File: src/ssc_defines.svh
/*
  offsets, field positions, reset values and bus widths of the synchronous start control block.
  assumes inclusion by bare name from design files; definitions only.
*/
`ifndef SSC_DEFINES_SVH
`define SSC_DEFINES_SVH

`define SSC_ADDR_W        13
`define SSC_OFF_W         12
`define SSC_UNIT_BIT      12
`define SSC_CTRL_OFF      12'h110
`define SSC_TRIG_OFF      12'h114
`define SSC_UNIT_B_BASE   13'h1000
`define SSC_CH_N          6

`define SSC_SRC_MSB       9
`define SSC_SRC_LSB       8
`define SSC_JOIN_CH0_BIT  0
`define SSC_JOIN_CH2_BIT  2
`define SSC_JOIN_CH4_BIT  4
`define SSC_TRIG_BIT      0

`define SSC_CTRL_RESET    32'h0000_0000

`endif

File: src/ssc_pkg.sv
/*
  types of the synchronous start control block: bus request carrier, source select, control fields.
  assumes ssc_defines.svh is on the include path.
*/
`default_nettype none
`include "ssc_defines.svh"

package ssc_pkg;

  typedef enum logic [1:0] {
    SSC_SRC_FULL_A  = 2'h0,
    SSC_SRC_FULL_B  = 2'h1,
    SSC_SRC_BASIC_A = 2'h2,
    SSC_SRC_BASIC_B = 2'h3
  } ssc_src_t;

  typedef struct packed {
    logic [`SSC_ADDR_W-1:0] addr;
    logic [31:0]            wdata;
    logic                   wr;
    logic                   rd;
  } ssc_req_t;

  typedef struct packed {
    ssc_src_t sync_start_source_select;
    logic     sync_join_enable_ch4;
    logic     sync_join_enable_ch2;
    logic     sync_join_enable_ch0;
  } ssc_ctrl_t;

  typedef struct packed {
    logic basic_b;
    logic basic_a;
    logic full_b;
    logic full_a;
  } ssc_events_t;

endpackage : ssc_pkg

`default_nettype wire

File: src/ssc_sync_start.sv
/*
  synchronous start control for two full pwm units: control registers for both units,
  the write-only start trigger in unit a's space, and per-channel counter run enable set pulses.
  assumes: register port synchronous to mclk, one strobe per cycle; start events from full unit b
  and the basic units arrive as one-cycle pulses on mclk; the counters outside own the run enables
  and only take the set pulses from here.
  limitation: a start only ever sets run enables; clearing them is left to the counters,
  so a channel that has not joined is never touched from here.
*/
`timescale 1ns/10ps
`default_nettype none
`include "ssc_defines.svh"

// Summary of operation
// - two-bit source select picks start origin: full a, full b, basic a, basic b.
// - channel 0 join enable lets a start set channel 0 run enable.
// - channel 2 join enable lets a start set channel 2 run enable.
// - channel 4 join enable lets a start set channel 4 run enable.
// - writing 1 to trigger bit sets run enables of joined channels in each unit whose source select is full a.
// - joined channels of both full units start counting in the same cycle when both select the same origin.
// - trigger register is write-only; bit 0 works, upper bits reserved.
// - trigger bit exists only in unit a register space.
module ssc_sync_start (
  input  wire logic              mclk,
  input  wire logic              nrst,
  input  wire ssc_pkg::ssc_req_t req,
  output var  logic [31:0]       rdata,
  input  wire logic              start_event_full_b,
  input  wire logic              start_event_basic_a,
  input  wire logic              start_event_basic_b,
  output var  logic              start_event_full_a,
  output var  logic [5:0]        counter_run_enable_set_a,
  output var  logic [5:0]        counter_run_enable_set_b
);

  // channels 1, 3, 5 have no join enable and are never set here
  function automatic logic [`SSC_CH_N-1:0] join_mask(input ssc_pkg::ssc_ctrl_t c);
    join_mask = '0;
    join_mask[0] = c.sync_join_enable_ch0;
    join_mask[2] = c.sync_join_enable_ch2;
    join_mask[4] = c.sync_join_enable_ch4;
  endfunction : join_mask

  function automatic logic [31:0] ctrl_word(input ssc_pkg::ssc_ctrl_t c);
    ctrl_word = `SSC_CTRL_RESET;
    ctrl_word[`SSC_SRC_MSB:`SSC_SRC_LSB] = c.sync_start_source_select;
    ctrl_word[`SSC_JOIN_CH0_BIT] = c.sync_join_enable_ch0;
    ctrl_word[`SSC_JOIN_CH2_BIT] = c.sync_join_enable_ch2;
    ctrl_word[`SSC_JOIN_CH4_BIT] = c.sync_join_enable_ch4;
  endfunction : ctrl_word

  function automatic ssc_pkg::ssc_ctrl_t ctrl_from_word(input logic [31:0] w);
    ctrl_from_word.sync_start_source_select = ssc_pkg::ssc_src_t'(w[`SSC_SRC_MSB:`SSC_SRC_LSB]);
    ctrl_from_word.sync_join_enable_ch0     = w[`SSC_JOIN_CH0_BIT];
    ctrl_from_word.sync_join_enable_ch2     = w[`SSC_JOIN_CH2_BIT];
    ctrl_from_word.sync_join_enable_ch4     = w[`SSC_JOIN_CH4_BIT];
  endfunction : ctrl_from_word

  // one origin per unit, chosen by its own source select
  function automatic logic pick_event(input ssc_pkg::ssc_src_t s, input ssc_pkg::ssc_events_t e);
    case (s)
      ssc_pkg::SSC_SRC_FULL_A:  pick_event = e.full_a;
      ssc_pkg::SSC_SRC_FULL_B:  pick_event = e.full_b;
      ssc_pkg::SSC_SRC_BASIC_A: pick_event = e.basic_a;
      ssc_pkg::SSC_SRC_BASIC_B: pick_event = e.basic_b;
      default:                  pick_event = 1'b0;
    endcase
  endfunction : pick_event

  function automatic logic is_ctrl_off(input ssc_pkg::ssc_req_t r);
    is_ctrl_off = (r.addr[`SSC_OFF_W-1:0] == `SSC_CTRL_OFF);
  endfunction : is_ctrl_off

  function automatic logic is_trig_off(input ssc_pkg::ssc_req_t r);
    is_trig_off = (r.addr[`SSC_OFF_W-1:0] == `SSC_TRIG_OFF);
  endfunction : is_trig_off

  // address bit 12 picks full unit b; both units share the same offsets
  function automatic logic unit_of(input ssc_pkg::ssc_req_t r);
    unit_of = r.addr[`SSC_UNIT_BIT];
  endfunction : unit_of

  ssc_pkg::ssc_ctrl_t [1:0]    ctrl_q;
  ssc_pkg::ssc_ctrl_t [1:0]    ctrl_d;
  logic [31:0]                 rdata_q;
  logic [31:0]                 rdata_d;
  logic                        start_a_q;
  logic                        start_a_d;
  logic [5:0]                  set_a_q;
  logic [5:0]                  set_a_d;
  logic [5:0]                  set_b_q;
  logic [5:0]                  set_b_d;
  logic                        unit_sel;
  logic                        ctrl_wr;
  logic                        ctrl_rd;
  logic                        trig_wr;
  logic                        trig_fire;
  ssc_pkg::ssc_src_t           src_a;
  ssc_pkg::ssc_src_t           src_b;
  logic [`SSC_CH_N-1:0]        mask_a;
  logic [`SSC_CH_N-1:0]        mask_b;
  logic                        fire_a;
  logic                        fire_b;
  ssc_pkg::ssc_events_t        events;

  // request decode; the master never raises both strobes in one cycle
  always_comb begin
    unit_sel  = unit_of(req);
    ctrl_wr   = req.wr && is_ctrl_off(req);
    ctrl_rd   = req.rd && is_ctrl_off(req);
    trig_wr   = req.wr && is_trig_off(req) && !unit_of(req);
    trig_fire = trig_wr && req.wdata[`SSC_TRIG_BIT];
  end

  // a control write lands at its taking edge; the other unit keeps its word
  always_comb begin
    ctrl_d = ctrl_q;
    if (ctrl_wr) begin
      ctrl_d[unit_sel] = ctrl_from_word(req.wdata);
    end
  end

  always_ff @(posedge mclk or negedge nrst) begin
    if (!nrst) begin
      ctrl_q <= '0;
    end else begin
      ctrl_q <= ctrl_d;
    end
  end

  // trigger word reads as zero like any unmapped word; its upper bits are ignored
  always_comb begin
    rdata_d = 32'h0000_0000;
    if (ctrl_rd) begin
      rdata_d = ctrl_word(ctrl_q[unit_sel]);
    end
  end

  always_ff @(posedge mclk or negedge nrst) begin
    if (!nrst) begin
      rdata_q <= 32'h0000_0000;
    end else begin
      rdata_q <= rdata_d;
    end
  end

  // software start of unit a, also handed out as the full unit a source of other units
  always_comb begin
    start_a_d = 1'b0;
    if (trig_fire) begin
      start_a_d = 1'b1;
    end
  end

  always_ff @(posedge mclk or negedge nrst) begin
    if (!nrst) begin
      start_a_q <= 1'b0;
    end else begin
      start_a_q <= start_a_d;
    end
  end

  // unit a's trigger is taken in its write cycle, not from the registered pulse,
  // so it reaches both units in step with the external sources
  always_comb begin
    events.full_a  = trig_fire;
    events.full_b  = start_event_full_b;
    events.basic_a = start_event_basic_a;
    events.basic_b = start_event_basic_b;
  end

  // masks follow the stored words, so a write in the event cycle does not count yet
  always_comb begin
    mask_a = join_mask(ctrl_q[0]);
    mask_b = join_mask(ctrl_q[1]);
  end

  always_comb begin
    src_a  = ctrl_q[0].sync_start_source_select;
    src_b  = ctrl_q[1].sync_start_source_select;
    fire_a = pick_event(src_a, events);
    fire_b = pick_event(src_b, events);
  end

  // both units decide from one event set in one cycle, so joined counters start together
  always_comb begin
    set_a_d = 6'h00;
    if (fire_a) begin
      set_a_d = mask_a;
    end
  end

  always_ff @(posedge mclk or negedge nrst) begin
    if (!nrst) begin
      set_a_q <= 6'h00;
    end else begin
      set_a_q <= set_a_d;
    end
  end

  // only set pulses leave here, so channels outside the mask keep their run enables
  always_comb begin
    set_b_d = 6'h00;
    if (fire_b) begin
      set_b_d = mask_b;
    end
  end

  always_ff @(posedge mclk or negedge nrst) begin
    if (!nrst) begin
      set_b_q <= 6'h00;
    end else begin
      set_b_q <= set_b_d;
    end
  end

  assign rdata                    = rdata_q;
  assign start_event_full_a       = start_a_q;
  assign counter_run_enable_set_a = set_a_q;
  assign counter_run_enable_set_b = set_b_q;

endmodule : ssc_sync_start

`default_nettype wire

File: config.mk
export PLATFORM = sky130hd
export DESIGN_NAME = ssc_sync_start
export DESIGN_NICKNAME = d
export VERILOG_FILES = /design/src/ssc_pkg.sv /design/src/ssc_sync_start.sv
export VERILOG_INCLUDE_DIRS = /design/src
export SDC_FILE = /design/constraint.sdc
export NUM_CORES = 1
export LEC_CHECK = 0
export ABC_AREA = 1
export BUFFER_PORTS_ARGS = -buffer_cell sky130_fd_sc_hd__buf_4
export CAP_MARGIN = 10
export CORE_MARGIN = 1.5
export CORE_UTILIZATION = 38
export DETAILED_ROUTE_END_ITERATION = 8
export MAX_ROUTING_LAYER = met4
export PLACE_DENSITY = 0.83
export SETUP_SLACK_MARGIN = 0.15
export SLEW_MARGIN = 20
export SYNTH_ARGS = -nofsm -noshare
export SYNTH_HDL_FRONTEND = slang
export SYNTH_SLANG_ARGS = --single-unit
export TNS_END_PERCENT = 100
File: constraint.sdc
create_clock -name mclk -period 2.5 [get_ports mclk]
set_input_delay 0.25 -clock mclk [delete_from_list [all_inputs] [get_ports mclk]]
set_output_delay 0.25 -clock mclk [all_outputs]
set_load 0.1 [all_outputs]
==> summary by stage, run 1 <==
Clocking
Clock latency on the worst-skew pair, taken at its later pin, is 0.30 ns. The master cell of the clock root buffer is sky130_fd_sc_hd__clkbuf_4. In this run the number of H-tree levels came out at 1. The register clock-pin slew on the reported worst setup and hold paths is roughly 0.11 ns. Buffers inserted to repair hold after CTS numbered 1. The clock buffer count from CTS is 3. Gates resized during post-CTS repair numbered 0.

The count of clock tree sinks is 22. The number of buffers on the longest clock path is 2. The number of buffers inserted by post-CTS setup repair is 0. TritonCTS built the clock tree.

STA
Setup violations remaining at the end of the flow were counted as 0. Setup repair after global routing left no endpoint under its margin. Static timing analysis puts the maximum clock frequency at about 850 MHz. The number of hold-slack violations in the final timing report is 0.

The post-route clock period utilization is 0.469. The minimum clock period is roughly 1.2 ns. Summed over all failing endpoints, the final setup total negative slack is 0 ns. The worst clock skew is between 0.0015 and 0.002 ns. The final-report max-slew violation count is 0.

Worst setup path
The length in cells of the worst reg-to-reg path is 5. The slowest stage cell on the critical path is sky130_fd_sc_hd__dfrtp_1. Data on the critical path arrives at its endpoint at roughly 0.92 ns. The worst-case register-to-register setup slack is between 1 and 1.5 ns.

The peak per-stage delay on the critical path is ~0.34 ns. The critical path's top delay family is flip-flops. The combined buffer and inverter count along the critical path is 1. In this run the critical register-to-register path is launched from src_a[0]. The critical path goes through buf_4. The endpoint type of the worst setup path is an output pin. In this run the critical register-to-register path is captured at counter_run_enable_set_a[2]. The path type of the worst setup path is flop to output pin. The kind of start point of the critical path is a flop.

The highest fanout seen on the critical path is 1. The required time of the critical path is about 2.3 ns.

Worst hold path
The start point of the worst min-delay path is req[4]. The instance count along the most critical hold path is 3. The worst min-delay path class is input pin to flop. For hold timing, the worst endpoint is ctrl_q[6].

Cells and area
Summing all multi-input logic gate instances after layout gives about 540 um^2. The total inserted antenna cells is 0. The register area is around 550 um^2. The library cell used most frequently in the layout, excluding fill and tap cells, is sky130_fd_sc_hd__buf_4. Of the cells placed in the final design, the portion with a size suffix greater than 1 is 0.241. For this run, the post-layout net count is ~260. The count of filler cells inserted in the layout is ~350. The area growth from synthesis to layout is 16.2%. Leaving out fill and tap cells, the most frequent cells in the layout are sky130_fd_sc_hd__buf_4, sky130_fd_sc_hd__conb_1, sky130_fd_sc_hd__nand2_1, sky130_fd_sc_hd__nor2_1, sky130_fd_sc_hd__dfrtp_1.

Outcome
The flow ran to the end, and the final reports show no timing, DRC or antenna violations.

Yosys
The post-synthesis cell type count is 19. The cell count after synthesis came out at ~170. The share of synthesized area in the top cell type comes to 0.417. The synthesized design contains 22 register bits. The cell taking the most area after synthesis is sky130_fd_sc_hd__dfrtp_1. The average footprint of a synthesized cell is a little under 8 um^2. The synthesis warning total is 0. The synthesized cell area is 1320 um^2. The share of the Yosys chip area taken by registers is 0.417. Ranked by total cell area, the synthesized netlist is headed by sky130_fd_sc_hd__dfrtp_1, sky130_fd_sc_hd__buf_4, sky130_fd_sc_hd__nand2_1, sky130_fd_sc_hd__nor2_1, sky130_fd_sc_hd__nand4_1.

Detailed routing
In the routed design, unresolved DRC markers number 0. The routed layout has 1021 vias. For this run, the detailed router's first-pass iteration total came to 4. The average vias per placed instance is roughly 4.1. The remaining antenna violation count after routing is 0. The final layout contains routed wiring with a total length of about 2200 um.

For this block, the initial DRC count from the detailed router was 30. Dividing the detail-routed wire length by the instance count gives 8.92 um.

Global route
The via count of the first global-routing pass is ~900. The initial antenna violation count is 0. Entering global routing, the biggest net connects 23 pins. The global route total overflow is 0.

In the global route stage, overall resource usage came out at 0.129. The global-route wire length before repair is between 3000 and 4000 um.

Placed design
The congestion estimate from routability-driven global placement came to about 0.84. The count of port buffers added during placement is 36. The post-detailed-placement half-perimeter wirelength is 1820 um.

Die
97 I/O pins were placed. From left edge to right edge, the die measures around 62 um. The core region is around 3300 um^2.

The overall die height is 61.9 um. The initial core utilization is 0.395. The die covers 3830 um^2. The cell row count is 21.

Power and ir drop
VDD sags by at most 0.170 mV. The total power per unit cell area is approximately 530 nW/um^2. The post-layout total power is slightly above 0.0008 W. The leakage power is roughly 0.83 nW.

Job
Max-cap violations in this run came to 0.
==> metal layers <==
metal	GRT usage	up-vias	wire (um)
li1	-	527	-
met1	0.134	442	876
met2	0.233	48	1160
met3	0.0124	4	148
met4	0.0760	0	37
met5	-	-	0
==> cells in the mapped netlist, drive strengths merged <==
cell type  count
buf           37
nand2         35
nor2          31
dfrtp         22
inv           17
nand4         12
a21oi          5
nand3          2
o21ai          2
o22ai          2
conb           1
nand3b         1
==> worst max path at each step <==
stage          slack, ns                         from                          end  cells past startpoint
2_1_floorplan       1.37  counter_run_enable_set_a[0]  counter_run_enable_set_a[0]                      0
3_3_place_gp        1.24                      req[35]                    ctrl_q[5]                      7
4_1_cts             1.31                     rdata[2]                     rdata[2]                      1
5_1_grt             1.27  counter_run_enable_set_a[2]  counter_run_enable_set_a[2]                      1
6_report            1.33  counter_run_enable_set_b[0]  counter_run_enable_set_b[0]                      1
3_5_place_dp        1.21                      req[35]                    ctrl_q[7]                      7
==> layout make-up <==
class                      count  area share
clock buffer                   4      0.0237
sequential                    22       0.359
tap                           46      0.0376
timing repair buffer          37       0.183
multi-input combinational    123       0.352
inverter                      17      0.0449
==> worst min-delay path, cell delays in order <==
cell,delay (ns)
sky130_fd_sc_hd__buf_4,0.09
sky130_fd_sc_hd__nand4_1,0.08
sky130_fd_sc_hd__nand2_1,0.06
==> sequential cells by signal, indices dropped and copies added, names as in the netlist <==
register	flops
rdata	5
start_event_full_a	1
ctrl_q	6
src_b	2
src_a	2
counter_run_enable_set_b	3
counter_run_enable_set_a	3
==> metrics by stage <==
stage                     hold slack [ns]  instance area (um^2)  std cells   util  setup slack (ns)
after global placement              0.145                  1490        244  0.445              1.24
after floorplan                   -0.0456                  1440        199      -              1.37
after CTS                           0.204                  1530        249  0.459              1.31
final                               0.211                  1530        249  0.459              1.33
after global routing                0.210                  1530        249  0.459              1.27
after detailed placement            0.145                  1490        244  0.445              1.21
==> report_power, final <==
part           total [W]  switching, W  leakage, nW  internal [W]
registers       0.000356   0.000000351        0.307      0.000356
logic           0.000277      0.000246        0.500     0.0000309
clock network   0.000186     0.0000975       0.0210     0.0000888
==> cell families (layout without fill, tap and decap cells) <==
family,Yosys count,count (layout),synth area share
other,1,33,0.00284
flip-flops,22,22,0.417
AND/OR/NAND/NOR,81,81,0.279
buffers and inverters,54,58,0.265
AO/OA/AOI/OAI,9,9,0.0360
Power figures use the tool's default switching activity.
==> run 2: changes to the inputs <==
Settings changed: ABC_AREA 1 to 0, PLACE_DENSITY 0.83 to 0.84.
Clock period 2.5 ns to 1.09 ns, I/O delays scaled along.
==> run 2 against run 1 <==
Net effect: the run now ends with negative setup slack left; critical path depth grew 4; power grew to 2.5 times the previous value; non-clock buffer count grew 13; utilization grew 15 points; via count shrank 10%; clock skew grew 0.0029 ns; sequential share of layout area shrank 5.8 points; cell area grew 22%; sequential power grew 130%; flip-flop and latch count is the same; highest routed layer unchanged; register-to-register slack lost 1.5 ns; synthesized cell count shrank 33%.
==> summary by stage, run 2 <==
Outcome
The flow ran to the end, but the final reports show violations. The checks that failed: negative setup slack.

Power and ir drop
The total power per unit cell area is between 1000 and 1500 nW/um^2. The maximum VDD drop is ~0.48 mV. The fraction of power consumed by combinational cells is 0.314. For this design the total switching power over the nets is 0.000792 W.

The share of total power dissipated in sequential elements is 0.394. The share of total power dissipated in the clock network is 0.292. The leakage power is 0.893 nW. The switching fraction of total power is 0.382.

The cell-internal power is 0.00128 W.

STA
The final-report max-slew violation count is 0. The number of hold-slack violations in the final timing report is 0. Setup repair after global routing could not meet its margin everywhere. Clock skew on the completed layout was measured at around 0.0047 ns. The minimum clock period is 1.37 ns. The worst slack on hold paths is roughly 0.044 ns. The post-route clock period utilization is 1.26. The top achievable clock speed is 728 MHz. Setup violations remaining at the end of the flow were counted as 14. After layout, the worst setup slack is -0.284 ns.

Clocking
The TritonCTS clock tree is built. CTS built an H-tree with a depth of 1. The number of buffers on the longest clock path is 2. Clock-pin slew was measured on the worst setup and hold paths at approximately 0.12 ns. TritonCTS created 3 clock buffers. Clock latency on the worst-skew pair, taken at its later pin, is roughly 0.30 ns. The count of clock tree sinks is 22. The master cell of the clock root buffer is sky130_fd_sc_hd__clkbuf_4.

Worst hold path
The hold-critical path endpoint is src_a[1]. The start point of the worst min-delay path is req[11]. The worst min-delay path class is input pin to flop.

The instance count along the most critical hold path is 2.

Worst setup path
The largest single stage delay on the critical path is 0.57 ns. The required time of the critical path is approximately 1.3 ns. The worst-case register-to-register setup slack is -0.09 ns. The slowest stage cell on the critical path is sky130_fd_sc_hd__or4b_4. The path type of the worst setup path is input pin to flop. STA classifies the critical path startpoint as an input pin. The highest fanout seen on the critical path is 5. The endpoint type of the worst setup path is a flop.

Walking the worst path, the cells encountered are buf_6, or4b_4, nor4_4, buf_6, mux2_4. Data arrives at the worst endpoint at roughly 1.6 ns. The number of cells on the worst reg-to-reg path is 3.

The worst flop-to-flop path endpoint is counter_run_enable_set_b[4]. The launch point of the worst reg-to-reg path is src_b[1]. The launching instance or port of the critical path is req[40].

The most numerous cell type found on the critical path is sky130_fd_sc_hd__buf_6.

Detailed routing
The number of search-and-repair iterations in the first detailed-routing pass is 4. After detailed routing, the number of remaining DRC violations is 0. The routed design has around 2700 um of wire. The first routing iteration left 11 violations. The total number of vias is 914.

The remaining antenna violation count after routing is 0. The average detailed-routed wire length per instance is 13.1 um. After detailed routing, the number of vias per cell comes to 4.39.

Yosys
The post-synthesis cell type count is 23. The Yosys step of the flow raised 0 warnings. Ranked by instance count, the synthesized netlist is headed by sky130_fd_sc_hd__buf_4, sky130_fd_sc_hd__dfrtp_1, sky130_fd_sc_hd__mux2_2, sky130_fd_sc_hd__nor2_1. The average footprint of a synthesized cell is 11.3 um^2. The leading cell type by number of instances after synthesis is sky130_fd_sc_hd__buf_4.

The cell taking the most area after synthesis is sky130_fd_sc_hd__dfrtp_1. For this run, the register share of the synthesized area comes to 0.437. The top flip-flop cell by instance count after synthesis is sky130_fd_sc_hd__dfrtp_1.

Synthesis produced about 110 cells. Ranked by total cell area, the synthesized netlist is headed by sky130_fd_sc_hd__dfrtp_1, sky130_fd_sc_hd__buf_4, sky130_fd_sc_hd__mux2_2, sky130_fd_sc_hd__mux2i_1, sky130_fd_sc_hd__o211ai_1. After synthesis the netlist holds a flip-flop and latch count of 22. The synthesized cell area is ~1300 um^2. Counting flops with a built-in enable in the synthesized netlist gives 0. Of the post-synthesis cell area, the dominant cell type holds 0.437. The proportion of register bits with asynchronous set or reset after synthesis is 1.00.

Cells and area
The top register by number of flip-flops is ctrl_q. The net count of the finished layout is 217. In the final layout, the share of cells above drive strength 1 is 0.512. The register with the most flip-flops in the layout has 6 of them. The area growth from synthesis to layout is 48.7%. The top cell types in the final layout, fill and taps aside, are sky130_fd_sc_hd__conb_1, sky130_fd_sc_hd__buf_4, sky130_fd_sc_hd__mux2_4, sky130_fd_sc_hd__dfrtp_2, sky130_fd_sc_hd__buf_12. The leading cell type in the layout, fill and taps excluded is sky130_fd_sc_hd__conb_1. Fill cells in the final layout number 241. The total inserted antenna cells is 0.

Die
Row generation in the floorplan step produced 20 rows. The area of the die is roughly 3700 um^2. The die is 60.6 um tall. The region available for standard cell placement spans ~3100 um^2. The floorplan step set the die width to around 60 um. The initial utilization of the core area, before any placement, comes to 0.406. The number of placed I/O pins is between 90 and 100.

Placed design
The placement-stage worst setup slack is -0.678 ns. The post-detailed-placement half-perimeter wirelength is approximately 1900 um. The final RePlAce weighted congestion is 0.827. In this run the tool buffered the top-level ports with 36 buffer cells.

Global route
The global-route wire length before repair is 4240 um. In the global route stage, overall resource usage came out at 0.160. For this run the aggregate overflow at the end of global routing stands at 0. Entering global routing, the biggest net connects 23 pins. The via count of the first global-routing pass is 940. The initial antenna violation count is 0.

Job
Across the run, the number of max-cap violations was 0.
## run 2: changes by cell type after synthesis, sizes merged, moves of 3 or more
cell	delta
nand2	-34
inv	-14
nor2	-24
mux2	+12
mux2i	+5
nand4	-10
o211ai	+6
buf	-4
nor4	+3
## run 2: area by class of cell
class | count | area, um^2 | area share
clock buffer | 3 | 22.5 | 0.0120
clock inverter | 1 | 30.0 | 0.0160
inverter | 3 | 11.3 | 0.00600
multi-input combinational | 85 | 622 | 0.332
sequential | 22 | 566 | 0.302
tap | 44 | 55.1 | 0.0294
timing repair buffer | 50 | 569 | 0.304
## run 2: logic make-up after synthesis
kind of cell           after synthesis  share of synthesized area
AND/OR/NAND/NOR                     23                      0.146
multiplexers                        17                      0.147
buffers and inverters               37                      0.208
AO/OA/AOI/OAI                       12                     0.0595
flip-flops                          22                      0.437
other                                1                    0.00297
## run 2: power groups by stage
stage / Clock [W] / Sequential, W / Combinational (W)
final: 0.000606 / 0.000817 / 0.000652
after floorplan: 0 / 0.000833 / 0.000623
after detailed placement: 0 / 0.000833 / 0.000633
after global placement: 0 / 0.000833 / 0.000628
after global routing: 0.000649 / 0.000818 / 0.000673
after CTS: 0.000615 / 0.000817 / 0.000644
## run 2: how the worst max path moves through the flow
stage                end  slack (ns)  cells after the start
2_1_floorplan  ctrl_q[5]       -0.47                      3
3_3_place_gp    src_a[0]       -0.65                      4
3_5_place_dp    src_a[0]       -0.68                      4
4_1_cts         src_a[0]       -0.33                      6
5_1_grt         src_a[0]       -0.28                      5
6_report        src_a[0]       -0.28                      5
## run 2: timing repair
item	CTS	global route
endpoints found under the hold margin	22	0
buffers inserted	3	1
endpoints found under the setup margin	28	29
gates cloned	0	0
resized for setup	54	3
hold buffers	1	0
pin swaps	5	5
## run 2: worst max-delay path, delay by kind of cell
| kind | cells | cell delay, ns |
|---|---|---|
| buf+inv | 2 | 0.26 |
| simple gates | 2 | 0.89 |
| mux | 1 | 0.30 |
## run 2: routing by layer
metal / global-route usage / share of wire
met5: - / 0
met2: 0.298 / 0.56
met1: 0.168 / 0.38
met4: 0.0683 / 0.025
met3: 0.0192 / 0.036
## run 2: metrics by stage
step                      total power (W)   util  instances  cell area (um^2)  setup TNS [ns]
after global routing              0.00214  0.604        208              1880           -2.93
after floorplan                   0.00146      -        144              1410           -4.66
after CTS                         0.00208  0.598        207              1860           -2.93
after detailed placement          0.00147  0.501        199              1550           -7.04
after global placement            0.00146  0.501        199              1550           -6.67
final                             0.00208  0.604        208              1880           -2.71
==> run 3: changes to the inputs <==
Settings changed: CORE_UTILIZATION 38 to 39, MAX_ROUTING_LAYER met4 to default, PLACE_DENSITY 0.84 to 0.86.
==> run 3 against run 2 <==
Net effect: the flow still finishes with violations (negative setup slack); maximum frequency increased by 2.4%; hold slack worse by 0.023 ns; sequential power barely moved.
==> summary by stage, run 3 (synthesis gave the netlist of run 2 again) <==
Detailed routing
Across all layers, the routed design uses around 900 vias. Before antenna repair, the detailed router went through 3 iterations. The number of DRC violations after detailed-routing iteration 0 is 17. Dividing the detail-routed wire length by the instance count gives 12.9 um.

In this run the remaining antenna-violating nets after routing total 0. The routed wire length is between 2000 and 3000 um. Using the TritonRoute via totals, the vias-per-cell ratio works out to roughly 4.3. For this run, design rule violations remaining after detail routing come to 0.

Global route
The via count of the first global-routing pass came to 899. The initial antenna violation count is 0. Entering global routing, the biggest net connects 23 pins. In the global route stage, overall resource usage came out at 0.164.

The global route total overflow is 0. The global-route wire length before repair is around 4200 um.

Die
Measured along the y axis, the die boundary spans approximately 60 um. The cell row count is 20. The core region is slightly above 3000 um^2. 97 I/O pins were placed. The die covers 3580 um^2. The die is ~60 um wide.

The initial core utilization is 0.413.

Worst hold path
The start point of the worst min-delay path is req[4]. The instance count along the most critical hold path is 2. The worst hold path belongs to the class input pin to flop.

The hold-critical path endpoint is ctrl_q[6].

Cells and area
The register with the most flip-flops in the layout has 6 of them. The library cell used most frequently in the layout, excluding fill and tap cells, is sky130_fd_sc_hd__conb_1. Relative to the synthesized area, the layout overhead comes to 46.0%. ctrl_q holds more flip-flops than any other register. After the flow finishes, the layout carries non-filler instances totaling 209. The fraction of layout cells with a size suffix above 1 is 0.509. The sequential cells in the finished layout cover a total of around 570 um^2. Once layout is complete, the utilization of the core stands at 0.603.

The total inserted antenna cells is 0. At the end of the flow, the number of nets in the layout was between 200 and 250. After filler insertion, the fill cell instance count of the layout stands at between 200 and 250. The top cell types in the final layout, fill and taps aside, are sky130_fd_sc_hd__conb_1, sky130_fd_sc_hd__buf_4, sky130_fd_sc_hd__mux2_4, sky130_fd_sc_hd__dfrtp_2, sky130_fd_sc_hd__buf_12. After routing the design area is around 1800 um^2. The area used by multi-input combinational logic is 622 um^2.

Worst setup path
The launch point of the worst reg-to-reg path is src_b[1]. The worst-case register-to-register setup slack is 0 ns. STA puts the critical path data required time at around 1.3 ns. The worst register-to-register path ends at counter_run_enable_set_b[0]. Data arrives at the worst endpoint at between 1.5 and 2 ns. The highest fanout seen on the critical path is 5. The worst register-to-register path has a depth of 3. The critical path is of the input pin to flop type. The endpoint type of the worst setup path is a flop. The kind of start point of the critical path is an input pin.

Job
The tool flagged a number of max-cap violations equal to 0.

Placed design
The placement-stage worst setup slack is -0.680 ns. The final RePlAce weighted congestion is approximately 0.85. The count of port buffers added during placement is 36. The placed instances occupy a cell area of about 1600 um^2. The number of instances in the placed design is ~200. Detailed placement ended at an HPWL of ~1800 um.

Clocking
The longest clock path from root to sink contains 2 buffers. In this run, CTS created clock tree buffers numbering 3. CTS built an H-tree with a depth of 1. At the later pin of the worst-skew pair, clock insertion delay measures between 0.3 and 0.4 ns.

The count of clock tree sinks is 22. The register clock-pin slew on the reported worst setup and hold paths is approximately 0.12 ns. The tree is rooted in a sky130_fd_sc_hd__clkbuf_4.

The TritonCTS clock tree is built.

Power and ir drop
The worst-case IR drop observed on VDD is around 0.43 mV. The post-layout total power is approximately 0.0019 W. For this design the ratio of total power to cell area is slightly above 1000 nW/um^2. Summed over all cells, the static leakage comes to 0.881 nW.

STA
The worst clock skew is between 0.01 and 0.015 ns. The minimum clock period is roughly 1.3 ns. The top achievable clock speed is approximately 750 MHz.

The final-report max-slew violation count is 0. Setup violations remaining at the end of the flow were counted as 11. Setup repair after global routing could not meet its margin everywhere. The smallest setup slack after layout is -0.252 ns. The number of hold-slack violations in the final timing report was 0. Of the available clock period, the critical path in the final layout requires 1.23.

Outcome
The final reports fail on negative setup slack. The run finished, with violations left.
run 3: worst max-delay path by stage:
| stage | startpoint | end | depth (start not counted) | slack, ns |
|---|---|---|---|---|
| floorplan | req[36] | ctrl_q[5] | 3 | -0.47 |
| global placement | req[39] | src_a[1] | 4 | -0.64 |
| detailed placement | req[39] | ctrl_q[1] | 4 | -0.68 |
| CTS | req[43] | ctrl_q[0] | 6 | -0.33 |
| global route | req[40] | ctrl_q[2] | 5 | -0.28 |
| finish | req[40] | ctrl_q[1] | 5 | -0.25 |
run 3: layout make-up:
type                       instances  area share
timing repair buffer              51       0.305
inverter                           3     0.00611
tap                               44      0.0299
clock buffer                       4      0.0143
multi-input combinational         85       0.338
sequential                        22       0.307
run 3: metrics by stage:
step           setup TNS [ns]  hold WS, ns
3_5_place_dp            -7.20     0.000218
3_3_place_gp            -6.49    -0.000934
5_1_grt                 -2.61      0.00762
4_1_cts                 -2.81       0.0282
2_1_floorplan           -4.66       -0.187
6_report                -2.39       0.0208
run 3: power by group:
part | internal (W) | total (W) | switching [W] | leakage, nW
combinational | 0.0000956 | 0.000653 | 0.000558 | 0.579
sequential | 0.000816 | 0.000817 | 0.000000857 | 0.287
clock | 0.000143 | 0.000384 | 0.000241 | 0.0150
total | 0.00106 | 0.00185 | 0.000799 | 0.881
run 3: repair_timing:
item                       in CTS  in global routing
setup endpoints to repair      28                 29
gates resized for setup        51                  2
pin swaps                       4                  4
hold buffers                    1                  0
hold endpoints to repair       22                  0
setup buffers                   3                  2
run 3: critical path, cell delays in order:
cell	delay (ns)
sky130_fd_sc_hd__buf_6	0.10
sky130_fd_sc_hd__or4b_4	0.57
sky130_fd_sc_hd__nor4_4	0.30
sky130_fd_sc_hd__buf_6	0.17
sky130_fd_sc_hd__mux2_4	0.30
run 3: per-layer routing:
layer	part of all wire	vias to the layer above	routed length, um	global-route usage
met4	0.017	0	45	0.0794
met1	0.35	427	937	0.158
met3	0.047	4	127	0.0346
met2	0.59	39	1600	0.320
li1	-	431	-	-
met5	0	-	0	0
